`config.mk`:
```
export PLATFORM = sky130hd
export DESIGN_NAME = dis_interrupt_status
export DESIGN_NICKNAME = d
export VERILOG_FILES = /design/src/dis_pkg.sv /design/src/dis_interrupt_status.sv
export SDC_FILE = /design/constraint.sdc
export NUM_CORES = 1
export LEC_CHECK = 0
export ABC_CLOCK_PERIOD_IN_PS = 1600
export BUFFER_PORTS_ARGS = -buffer_cell sky130_fd_sc_hd__clkbuf_2
export CAP_MARGIN = 20
export CORE_MARGIN = 4
export CORE_UTILIZATION = 36
export DETAILED_ROUTE_END_ITERATION = 6
export PLACE_DENSITY = 0.78
export SLEW_MARGIN = 20
export SYNTH_ARGS = -nofsm -noshare
export SYNTH_HDL_FRONTEND = slang
export SYNTH_SLANG_ARGS = --single-unit
```
`constraint.sdc`:
```
create_clock -name core_clk -period 1.6 [get_ports core_clk]
set_input_delay 0.4 -clock core_clk [delete_from_list [all_inputs] [get_ports core_clk]]
set_output_delay 0.4 -clock core_clk [all_outputs]
set_load 0.03 [all_outputs]
```
`src/dis_pkg.sv`:
```
// constants and carrier types for the interrupt status/control register
package dis_pkg;
    localparam logic [4:0]  INT_REG_ADDR   = 5'h09;
    localparam int          REG_WIDTH      = 16;
    localparam int          BIT_CLEAR_LOCK = 12;
    localparam int          BIT_LOCK_LOST  = 11;
    localparam int          BIT_LOCK       = 10;
    localparam int          BIT_DATA_ERR   = 7;
    localparam int          BIT_SYNC_ERR   = 6;
    localparam int          BIT_DATA_TYPE  = 5;
    localparam int          BIT_SYNC_TYPE  = 4;
    localparam int          BIT_PLL_LOCK   = 3;
    localparam int          BIT_DATA_EN    = 1;
    localparam int          BIT_SYNC_EN    = 0;
    localparam logic [15:0] REG_RESET      = 16'h0000;

    // one timing checker report: error pulse plus kind (1 = setup)
    typedef struct packed {
        logic err;
        logic isSetup;
    } dis_check_type;
endpackage

```
`src/dis_interrupt_status.sv`:
```
// interrupt status and control register with active-low interrupt pin
//
// Overview of operation
// - 16-bit register at address 0x09; bits 11:10 and 7:3 are status.
// - bits 1:0 are mask bits, host writable and readable.
// - status bits change only by internal logic, except bit 11, cleared by a host write to bit 12.
// - writing 1 to bit 12 clears the latched sync-lock-lost flag.
// - bit 12 stays as written; host must write it back to 0.
// - bit 11 sets on sync loss and stays until cleared via bit 12.
// - bit 10 shows live sync state, high while synchronized.
// - bit 7 resets to 0, sets on data port timing error.
// - bit 6 resets to 0, sets on sync receiver timing error.
// - bit 5 gives data error type: 1 setup, 0 hold.
// - bit 4 gives sync error type: 1 setup, 0 hold.
// - bit 3 shows PLL lock, 0 by default.
// - bit 1 enables data errors onto flag and pin; default masked.
// - bit 0 enables sync errors onto flag and pin; default masked.
// - interrupt request output is active low.
`timescale 1ns/1ps
module dis_interrupt_status
    import dis_pkg::*;
(
    input  wire logic          core_clk,
    input  wire logic          rstn,
    input  wire logic          clkEn,
    input  wire logic [4:0]    regAddr,
    input  wire logic          regWrite,
    input  wire logic [15:0]   regWdata,
    output logic      [15:0]   regRdata,
    input  wire logic          syncLocked,
    input  wire logic          pllLocked,
    input  wire dis_check_type dataCheck,
    input  wire dis_check_type syncCheck,
    output logic               irqN
);
    logic       clearLock_r, clearLock_nxt;
    logic       lockLost_r, lockLost_nxt;
    logic       dataErr_r, dataErr_nxt;
    logic       syncErr_r, syncErr_nxt;
    logic       dataType_r, dataType_nxt;
    logic       syncType_r, syncType_nxt;
    logic [1:0] mask_r, mask_nxt;
    logic       hit;

    // one decode shared by the write strobe and the read mux
    function automatic logic addrHit(input logic [4:0] addr);
        return addr == INT_REG_ADDR;
    endfunction

    assign hit = regWrite && addrHit(regAddr);

    always_comb begin
        clearLock_nxt = clearLock_r;
        mask_nxt      = mask_r;
        if (hit) begin
            clearLock_nxt = regWdata[BIT_CLEAR_LOCK];
            mask_nxt      = regWdata[1:0];
        end
    end

    always_ff @(posedge core_clk) begin
        if (!rstn) begin
            clearLock_r <= REG_RESET[BIT_CLEAR_LOCK];
            mask_r      <= REG_RESET[1:0];
        end else if (clkEn) begin
            clearLock_r <= clearLock_nxt;
            mask_r      <= mask_nxt;
        end
    end

    // loss wins over a clear in the same cycle
    always_comb begin
        lockLost_nxt = lockLost_r;
        if (hit && regWdata[BIT_CLEAR_LOCK])
            lockLost_nxt = 1'b0;
        if (!syncLocked)
            lockLost_nxt = 1'b1;
    end

    always_ff @(posedge core_clk) begin
        if (!rstn) begin
            lockLost_r <= REG_RESET[BIT_LOCK_LOST];
        end else if (clkEn) begin
            lockLost_r <= lockLost_nxt;
        end
    end

    // masked errors are dropped, not remembered for later enable
    // first error wins; later reports keep the recorded type
    always_comb begin
        dataErr_nxt  = dataErr_r;
        dataType_nxt = dataType_r;
        if (dataCheck.err && mask_r[BIT_DATA_EN] && !dataErr_r) begin
            dataErr_nxt  = 1'b1;
            dataType_nxt = dataCheck.isSetup;
        end
        syncErr_nxt  = syncErr_r;
        syncType_nxt = syncType_r;
        if (syncCheck.err && mask_r[BIT_SYNC_EN] && !syncErr_r) begin
            syncErr_nxt  = 1'b1;
            syncType_nxt = syncCheck.isSetup;
        end
    end

    always_ff @(posedge core_clk) begin
        if (!rstn) begin
            dataErr_r   <= REG_RESET[BIT_DATA_ERR];
            syncErr_r   <= REG_RESET[BIT_SYNC_ERR];
            dataType_r  <= REG_RESET[BIT_DATA_TYPE];
            syncType_r  <= REG_RESET[BIT_SYNC_TYPE];
        end else if (clkEn) begin
            dataErr_r   <= dataErr_nxt;
            syncErr_r   <= syncErr_nxt;
            dataType_r  <= dataType_nxt;
            syncType_r  <= syncType_nxt;
        end
    end

    // read path is combinational so live status is never a cycle stale
    always_comb begin
        regRdata = 16'h0000;
        if (addrHit(regAddr)) begin
            regRdata[BIT_CLEAR_LOCK] = clearLock_r;
            regRdata[BIT_LOCK_LOST]  = lockLost_r;
            regRdata[BIT_LOCK]       = syncLocked;
            regRdata[BIT_DATA_ERR]   = dataErr_r;
            regRdata[BIT_SYNC_ERR]   = syncErr_r;
            regRdata[BIT_DATA_TYPE]  = dataType_r;
            regRdata[BIT_SYNC_TYPE]  = syncType_r;
            regRdata[BIT_PLL_LOCK]   = pllLocked;
            regRdata[1:0]            = mask_r;
        end
    end

    // lock loss is status only; it never pulls the pin
    assign irqN = !((dataErr_r && mask_r[BIT_DATA_EN]) ||
                    (syncErr_r && mask_r[BIT_SYNC_EN]));

    lost_sets_a: assert property (@(posedge core_clk) disable iff (!rstn)
        clkEn && !syncLocked |=> lockLost_r)
        else $error("lock lost flag not set");
    lost_clears_a: assert property (@(posedge core_clk) disable iff (!rstn)
        clkEn && hit && regWdata[BIT_CLEAR_LOCK] && syncLocked |=> !lockLost_r)
        else $error("lock lost flag not cleared");
    lost_holds_a: assert property (@(posedge core_clk) disable iff (!rstn)
        lockLost_r && !(hit && regWdata[BIT_CLEAR_LOCK]) |=> lockLost_r)
        else $error("lock lost flag dropped");
    clr_sticks_a: assert property (@(posedge core_clk) disable iff (!rstn)
        clearLock_r && !hit |=> clearLock_r)
        else $error("clear bit reset itself");
    data_err_a: assert property (@(posedge core_clk) disable iff (!rstn)
        clkEn && dataCheck.err && mask_r[1] && !dataErr_r
        |=> dataErr_r && dataType_r == $past(dataCheck.isSetup))
        else $error("data error not captured");
    sync_err_a: assert property (@(posedge core_clk) disable iff (!rstn)
        clkEn && syncCheck.err && mask_r[0] && !syncErr_r
        |=> syncErr_r && syncType_r == $past(syncCheck.isSetup))
        else $error("sync error not captured");
    err_holds_a: assert property (@(posedge core_clk) disable iff (!rstn)
        dataErr_r |=> dataErr_r && $stable(dataType_r))
        else $error("data error flag changed");
    irq_pin_a: assert property (@(posedge core_clk) disable iff (!rstn)
        (dataErr_r && mask_r[1]) |-> !irqN)
        else $error("irq not asserted");
    mask_rw_a: assert property (@(posedge core_clk) disable iff (!rstn)
        clkEn && hit |=> regAddr != INT_REG_ADDR ||
        regRdata[1:0] == $past(regWdata[1:0]))
        else $error("mask readback wrong");


    irq_sync_a: assert property (@(posedge core_clk) disable iff (!rstn)
        (syncErr_r && mask_r[BIT_SYNC_EN]) |-> !irqN)
        else $error("irq not asserted for sync error");
    irq_idle_a: assert property (@(posedge core_clk) disable iff (!rstn)
        !(dataErr_r && mask_r[BIT_DATA_EN]) &&
        !(syncErr_r && mask_r[BIT_SYNC_EN]) |-> irqN)
        else $error("irq active with no enabled flag");
    data_mask_a: assert property (@(posedge core_clk) disable iff (!rstn)
        clkEn && !mask_r[BIT_DATA_EN] && !dataErr_r
        |=> !dataErr_r)
        else $error("masked data error captured");
    sync_mask_a: assert property (@(posedge core_clk) disable iff (!rstn)
        clkEn && !mask_r[BIT_SYNC_EN] && !syncErr_r
        |=> !syncErr_r)
        else $error("masked sync error captured");
    sync_holds_a: assert property (@(posedge core_clk) disable iff (!rstn)
        syncErr_r |=> syncErr_r && $stable(syncType_r))
        else $error("sync error flag changed");
    clr_write_a: assert property (@(posedge core_clk) disable iff (!rstn)
        clkEn && hit
        |=> clearLock_r == $past(regWdata[BIT_CLEAR_LOCK]))
        else $error("clear bit not as written");

    reserved_zero_a: assert property (@(posedge core_clk) disable iff (!rstn)
        regRdata[15:13] == 3'h0 && regRdata[9:8] == 2'h0 && !regRdata[2])
        else $error("reserved bits not zero");
    unmapped_read_a: assert property (@(posedge core_clk) disable iff (!rstn)
        !addrHit(regAddr) |-> regRdata == 16'h0000)
        else $error("unmapped address read nonzero");
    live_lock_a: assert property (@(posedge core_clk) disable iff (!rstn)
        addrHit(regAddr) |-> regRdata[BIT_LOCK] == syncLocked)
        else $error("sync lock status wrong");
    pll_read_a: assert property (@(posedge core_clk) disable iff (!rstn)
        addrHit(regAddr) |-> regRdata[BIT_PLL_LOCK] == pllLocked)
        else $error("pll lock status wrong");
    status_ro_a: assert property (@(posedge core_clk) disable iff (!rstn)
        clkEn && hit && syncLocked && !regWdata[BIT_CLEAR_LOCK] &&
        !dataCheck.err && !syncCheck.err
        |=> $stable(lockLost_r) && $stable(dataErr_r) && $stable(syncErr_r))
        else $error("status bit changed by host write");
    reset_clear_a: assert property (@(posedge core_clk)
        !rstn |=> !dataErr_r && !syncErr_r && !lockLost_r && !clearLock_r &&
        mask_r == 2'h0 && irqN)
        else $error("state not cleared by reset");
    state_freeze_a: assert property (@(posedge core_clk) disable iff (!rstn)
        !clkEn |=> $stable(mask_r) && $stable(clearLock_r) &&
        $stable(lockLost_r) && $stable(dataErr_r) && $stable(syncErr_r))
        else $error("state moved while clock enable low");

    lost_cv: cover property (@(posedge core_clk) lockLost_r ##1 !lockLost_r);
    irq_cv: cover property (@(posedge core_clk) $fell(irqN));
    sync_cv: cover property (@(posedge core_clk) $rose(syncErr_r));
    data_cv: cover property (@(posedge core_clk) $rose(dataErr_r));
    wins_cv: cover property (@(posedge core_clk)
        clkEn && !syncLocked && hit && regWdata[BIT_CLEAR_LOCK]);
endmodule // dis_interrupt_status

```
==> impl_metrics.yaml, run 1 <==
critical_path:
  crit_required_ns: 1.20
  cp-start-kind: "input port"
  reg2reg_from: "dataErr_r"
  crit_arrival_ns: 1.24
  startpoint: "regAddr[2]"
  reg2reg_depth: 3
  endpoint_kind: "output pin"
  critPathKind: "in2out"
  cp_max_fo: 6
synthesis:
  synth_area_leader_cell: "dfxtp_1"
  ys_seq_elements: 8
  synth.top_cells.by_area: "dfxtp_1 33%, and2_1 13%, mux2i_1 10%, buf_4 9.4%, nand2_1 4.7%"
  synth_cells: 56
  synth_cell_types: 21
  synth_area_sq_um: 482
  ys_warn_count: 0
  avgSynthCellArea_sq_um: 8.60
  ys_seq_area_frac: 0.332
  yosysTopAreaCellShare: 0.332
global_route:
  top_usage_layer: "met2"
  grt_overflow: 0
  grt_max_degree: 12
  antenna_found_initial: 0
  grtUsageMet2: 0.218
  use_met3: 0.0650
  globalRouteMet1Util: 0.134
  grt_use_total: 0.127
  grt_pass1_wl_um: 1840
  grt_pass1_vias: 416
clock_tree:
  clock_latency_ns: 0.25
  clk_pin_slew_ns: 0.06
  h-tree-depth: 1
  cts_sinks: 8
  cts_made_buffers: 3
  hold_buffers: 0
  root_buffer: "clkbuf_4"
  tritoncts: "built"
  post_cts_buffers: 0
  clk_path_buf_depth: 2
die:
  start_util: 0.406
  die_y_um: 44.6
  io_pins: 48
  dieWidth_um: 44.6
  die-area_sq_um: 1990
  row_count: 12
  core-area_sq_um: 1190
power:
  pwr_density_cell_nw_per_um2: 552
  ir_drop_v: 0.000339
  p_leak_nw: 0.375
  p_total_w: 0.000429
timing:
  hold_violations: 0
  slew_viol_final: 0
  fin_ws_ns: -0.0432
  fin_worst_skew_ns: 0.0000729
  clock.fmax_mhz: 609
  rsz0062_at_grt: "true"
  fin_crit_ns: 1.64
  fin_crit_sh: 1.03
  setup_viol: 10
cells_and_area:
  ff_latch_area_sq_um: 160
  synthToLayoutAreaGrowth_pct: 61.6
  final_layout_size_suffix_gt1_frac: 0.541
  insertedDiodeCount: 0
  nets: 118
  multi_input_area_sq_um: 302
  n_fill_cell: 93
  utilization: 0.656
drt:
  postRouteAntennaNets: 0
  vias: 481
  first_iter_violations: 3
  via_per_inst: 4.86
  routed_wl_um: 1400
  wire_per_inst_um: 14.2
  drc: 0
  drtPass1Iterations: 4
hold_path:
  worstHoldStart: "regWdata[0]"
  hold_depth: 3
  worstHoldPathType: "in2reg"
placed_design:
  dp_hpwl_um: 892
  gp_congestion: 0.699
  portBuffers: 28
outcome:
  status: "finished, violations left"
  violations: "negative setup slack"
flow_run:
  maxCapViolCount: 0
[Yosys cell counts]
library cell	number
buf_2	1
buf_6	1
and2_1	10
nand2b_1	1
mux2i_1	5
a31oi_1	1
conb_1	1
nor2b_1	2
clkbuf_1	1
and4b_1	2
buf_4	6
dfxtp_1	8
and3_2	1
a22oi_1	1
and3_1	1
nand2_1	6
o211ai_1	1
nor2_1	1
inv_1	2
nand4b_1	2
a21boi_0	2
[sequential cells by signal, indices dropped and copies added, names as in the netlist]
name / cells
syncErr_r: 1
lockLost_r: 1
syncType_r: 1
mask_r: 2
dataType_r: 1
dataErr_r: 1
clearLock_r: 1
[metrics by stage]
stage                     worst slack, ns  area [sq um]  cells  TNS (ns)  hold slack [ns]
after floorplan                    0.0595           500     61         0            0.430
after global placement            -0.0751           601     95    -0.591            0.441
after detailed placement          -0.0750           601     95    -0.718            0.458
after CTS                         -0.0114           717     98   -0.0907            0.347
after global routing              -0.0711           778     99    -0.590            0.399
final                             -0.0432           778     99    -0.302            0.367
[routing by layer]
layer | part of all wire | vias to the layer above | wire [um]
met3 | 0.083 | 2 | 117
li1 | - | 232 | -
met4 | 0.0078 | 0 | 11
met2 | 0.56 | 22 | 789
met1 | 0.35 | 225 | 484
met5 | 0 | - | 0
[worst paths after layout]
path | to | slack [ns]
setup reg to reg | dataType_r | 0.69
hold / removal | mask_r[0] | 0.37
setup / recovery | regRdata[11] | -0.04
hold reg to reg | clearLock_r | 0.47
[layout by cell type, fill, tap and decap left out]
| cell type | count |
|---|---|
| nand4b_1 | 2 |
| a21boi_0 | 2 |
| buf_6 | 3 |
| nor2b_1 | 2 |
| clkbuf_4 | 3 |
| nand2_1 | 6 |
| and2_4 | 10 |
| a22oi_1 | 1 |
| o211ai_1 | 1 |
| conb_1 | 6 |
| mux2i_1 | 5 |
| and3_2 | 1 |
| buf_8 | 10 |
| nor2_4 | 1 |
| and4b_1 | 1 |
| a31oi_1 | 1 |
| dfxtp_1 | 8 |
| clkbuf_2 | 17 |
| and3_1 | 1 |
| nand2b_1 | 1 |
| inv_1 | 2 |
| and4b_2 | 1 |
[critical path: stages]
cell	delay (ns)
buf_6	0.10
nor2_4	0.09
and4b_2	0.26
buf_6	0.13
and2_4	0.15
buf_8	0.11
[repair_timing]
item / in CTS / in global routing
gates cloned: 0 / 1
setup endpoints to repair: 10 / 10
resized for setup: 22 / 25
pin swaps: 1 / 8
[final cells by class]
type / count / area share
Tap cell: 14 / 0.0225
Inverter: 2 / 0.00965
Sequential cell: 8 / 0.206
Clock buffer: 3 / 0.0289
Multi-Input combinational cell: 42 / 0.387
Timing Repair Buffer: 30 / 0.346
[logic make-up after synthesis]
logic type	Yosys count	share of synthesized area
multiplexers	5	0.104
AND/OR/NAND/NOR	26	0.330
AO/OA/AOI/OAI	5	0.0753
other	1	0.00778
buffers and inverters	11	0.151
flip-flops	8	0.332
[where the power goes]
part           total [W]  leakage (nW)  internal, W  switching, W
Sequential      0.000203        0.0646     0.000201    0.00000189
Combinational  0.0000692         0.296    0.0000279     0.0000413
Clock           0.000157        0.0138    0.0000860     0.0000708
Total           0.000429         0.375     0.000315      0.000114
Power figures use the tool's default switching activity.
==> run 2: changes to the inputs <==
--- a/config.mk
+++ b/config.mk
@@ -10,3 +10,2 @@
 export CAP_MARGIN = 20
-export CORE_MARGIN = 4
 export CORE_UTILIZATION = 36
@@ -14,2 +13,3 @@
 export PLACE_DENSITY = 0.78
+export RECOVER_POWER = 25
 export SLEW_MARGIN = 20
--- a/constraint.sdc
+++ b/constraint.sdc
@@ -3,2 +3,2 @@
 set_output_delay 0.4 -clock core_clk [all_outputs]
-set_load 0.03 [all_outputs]
+set_load 0.1 [all_outputs]
==> run 2 against run 1 <==
Effect of this change: the run still ends with negative setup slack left; setup slack got worse by 0.091 ns; clock skew hardly changed; utilization rose by 7.4 points; register-to-register slack is essentially flat; largest power group unchanged.
==> impl_metrics.yaml, run 2 (same netlist as run 1, synthesis figures left out) <==
outcome:
  status: "finished, violations left"
  violations: "negative setup slack"
hold_path:
  hold_depth: 2
  worstHoldStart: "syncLocked"
  min_to: "lockLost_r"
  worstHoldPathType: "in2reg"
clock_tree:
  hold_buffers: 0
  clk_pin_slew_ns: 0.05
  root_buffer: "clkbuf_4"
  h-tree-depth: 1
  tritoncts: "built"
  cts_sinks: 8
  clk_path_buf_depth: 2
  clock_latency_ns: 0.25
  cts_made_buffers: 3
timing:
  timing.setup.tns_ns: -1.29
  slew_viol_final: 0
  fin_worst_skew_ns: 0.000315
  fin_crit_ns: 1.73
  clock.fmax_mhz: 576
  fin_ws_ns: -0.135
  fin_crit_sh: 1.08
  rsz0062_at_grt: "true"
  hold_violations: 0
  setup_viol: 10
placed_design:
  gp_congestion: 0.684
  place_ws_ns: -0.107
  dp_hpwl_um: 885
  portBuffers: 28
  dp_cells: 95
drt:
  wire_per_inst_um: 11.9
  drc: 0
  postRouteAntennaNets: 0
  vias: 482
  via_per_inst: 4.82
  drtPass1Iterations: 4
  first_iter_violations: 9
  routed_wl_um: 1190
die:
  dieWidth_um: 38.6
  die-area_sq_um: 1490
  row_count: 12
  die_y_um: 38.6
  core-area_sq_um: 1170
  io_pins: 48
  start_util: 0.411
power:
  p_leak_nw: 0.397
  ir_drop_v: 0.000463
  p_total_w: 0.000470
  pwr_density_cell_nw_per_um2: 550
critical_path:
  crit_required_ns: 1.20
  endpoint_kind: "output pin"
  reg2reg_depth: 3
  r2r-end: "dataType_r"
  cp-start-kind: "input port"
  reg2reg_from: "dataErr_r"
  critPathKind: "in2out"
  cp_max_fo: 6
  worst-r2r-setup-slack_ns: 0.70
  crit_arrival_ns: 1.33
cells_and_area:
  final_common_cell: "clkbuf_2"
  final_layout_size_suffix_gt1_frac: 0.547
  synthToLayoutAreaGrowth_pct: 77.4
  final_cell_mix: "16 x clkbuf_2, 11 x buf_12, 10 x and2_4"
  nets: 119
  largest_reg_flops: 2
  insertedDiodeCount: 0
  fin_cells: 100
  regMostFlops: "mask_r"
  n_fill_cell: 84
global_route:
  grt_pass1_wl_um: 1650
  antenna_found_initial: 0
  grt_max_degree: 12
  grt_overflow: 0
  grt_pass1_vias: 415
  grt_use_total: 0.172
flow_run:
  maxCapViolCount: 0
[run 2: cell count changes in the layout (fill, tap and decap cells not counted)]
cell / delta
a22oi_1: -1
a22oi_2: +1
and4b_1: +1
and4b_2: -1
buf_12: +11
buf_4: +1
buf_8: -10
clkbuf_2: -1
[run 2: how the worst max path moves through the flow]
stage / startpoint / to / slack (ns)
5_1_grt: regAddr[4] / regRdata[6] / -0.15
6_report: regAddr[2] / regRdata[6] / -0.13
3_5_place_dp: regAddr[4] / regRdata[10] / -0.11
2_1_floorplan: regAddr[4] / regRdata[0] / -0.11
3_3_place_gp: regAddr[4] / regRdata[12] / -0.08
4_1_cts: regAddr[4] / regRdata[12] / -0.08
[run 2: repair_timing]
action                                  4_1_cts  5_1_grt
pin swaps                                     1        7
endpoints found under the hold margin         0        0
gates cloned                                  0        1
endpoints found under the setup margin       10       10
gates resized for setup                       2       14
buffers inserted                              0        1
[run 2: where the power goes]
group	leakage, nW	switching (W)	total, W	internal, W
sequential	0.0646	0.00000138	0.000203	0.000202
combinational	0.319	0.0000862	0.000115	0.0000290
clock	0.0138	0.0000659	0.000152	0.0000856
total	0.397	0.000154	0.000470	0.000316
[run 2: final cells by class]
type                            count  area (sq um)  area share
Multi-Input combinational cell     42           305       0.357
Sequential cell                     8           160       0.187
Inverter                            2          7.51     0.00878
Timing Repair Buffer               31           342       0.400
Tap cell                           14          17.5      0.0205
Clock buffer                        3          22.5      0.0264
[run 2: metrics by stage]
stage,util,cell area [sq um],hold WS [ns]
floorplan,-,518,0.430
global placement,0.669,783,0.440
detailed placement,0.669,783,0.444
CTS,0.693,812,0.363
global route,0.730,855,0.372
finish,0.730,855,0.381
[run 2: per-layer routing]
| layer | vias up | track usage | routed length, um |
|---|---|---|---|
| li1 | 236 | - | - |
| met2 | 26 | 0.313 | 576 |
| met5 | - | 0 | 0 |
| met4 | 0 | 0.129 | 36 |
| met1 | 215 | 0.154 | 496 |
| met3 | 5 | 0.0578 | 81 |
[run 2: worst max-delay path, cell delays in order]
cell and delay, ns:
buf_6 0.10, nor2_4 0.09, and4b_1 0.28, buf_6 0.15, and2_4 0.15, buf_12 0.16
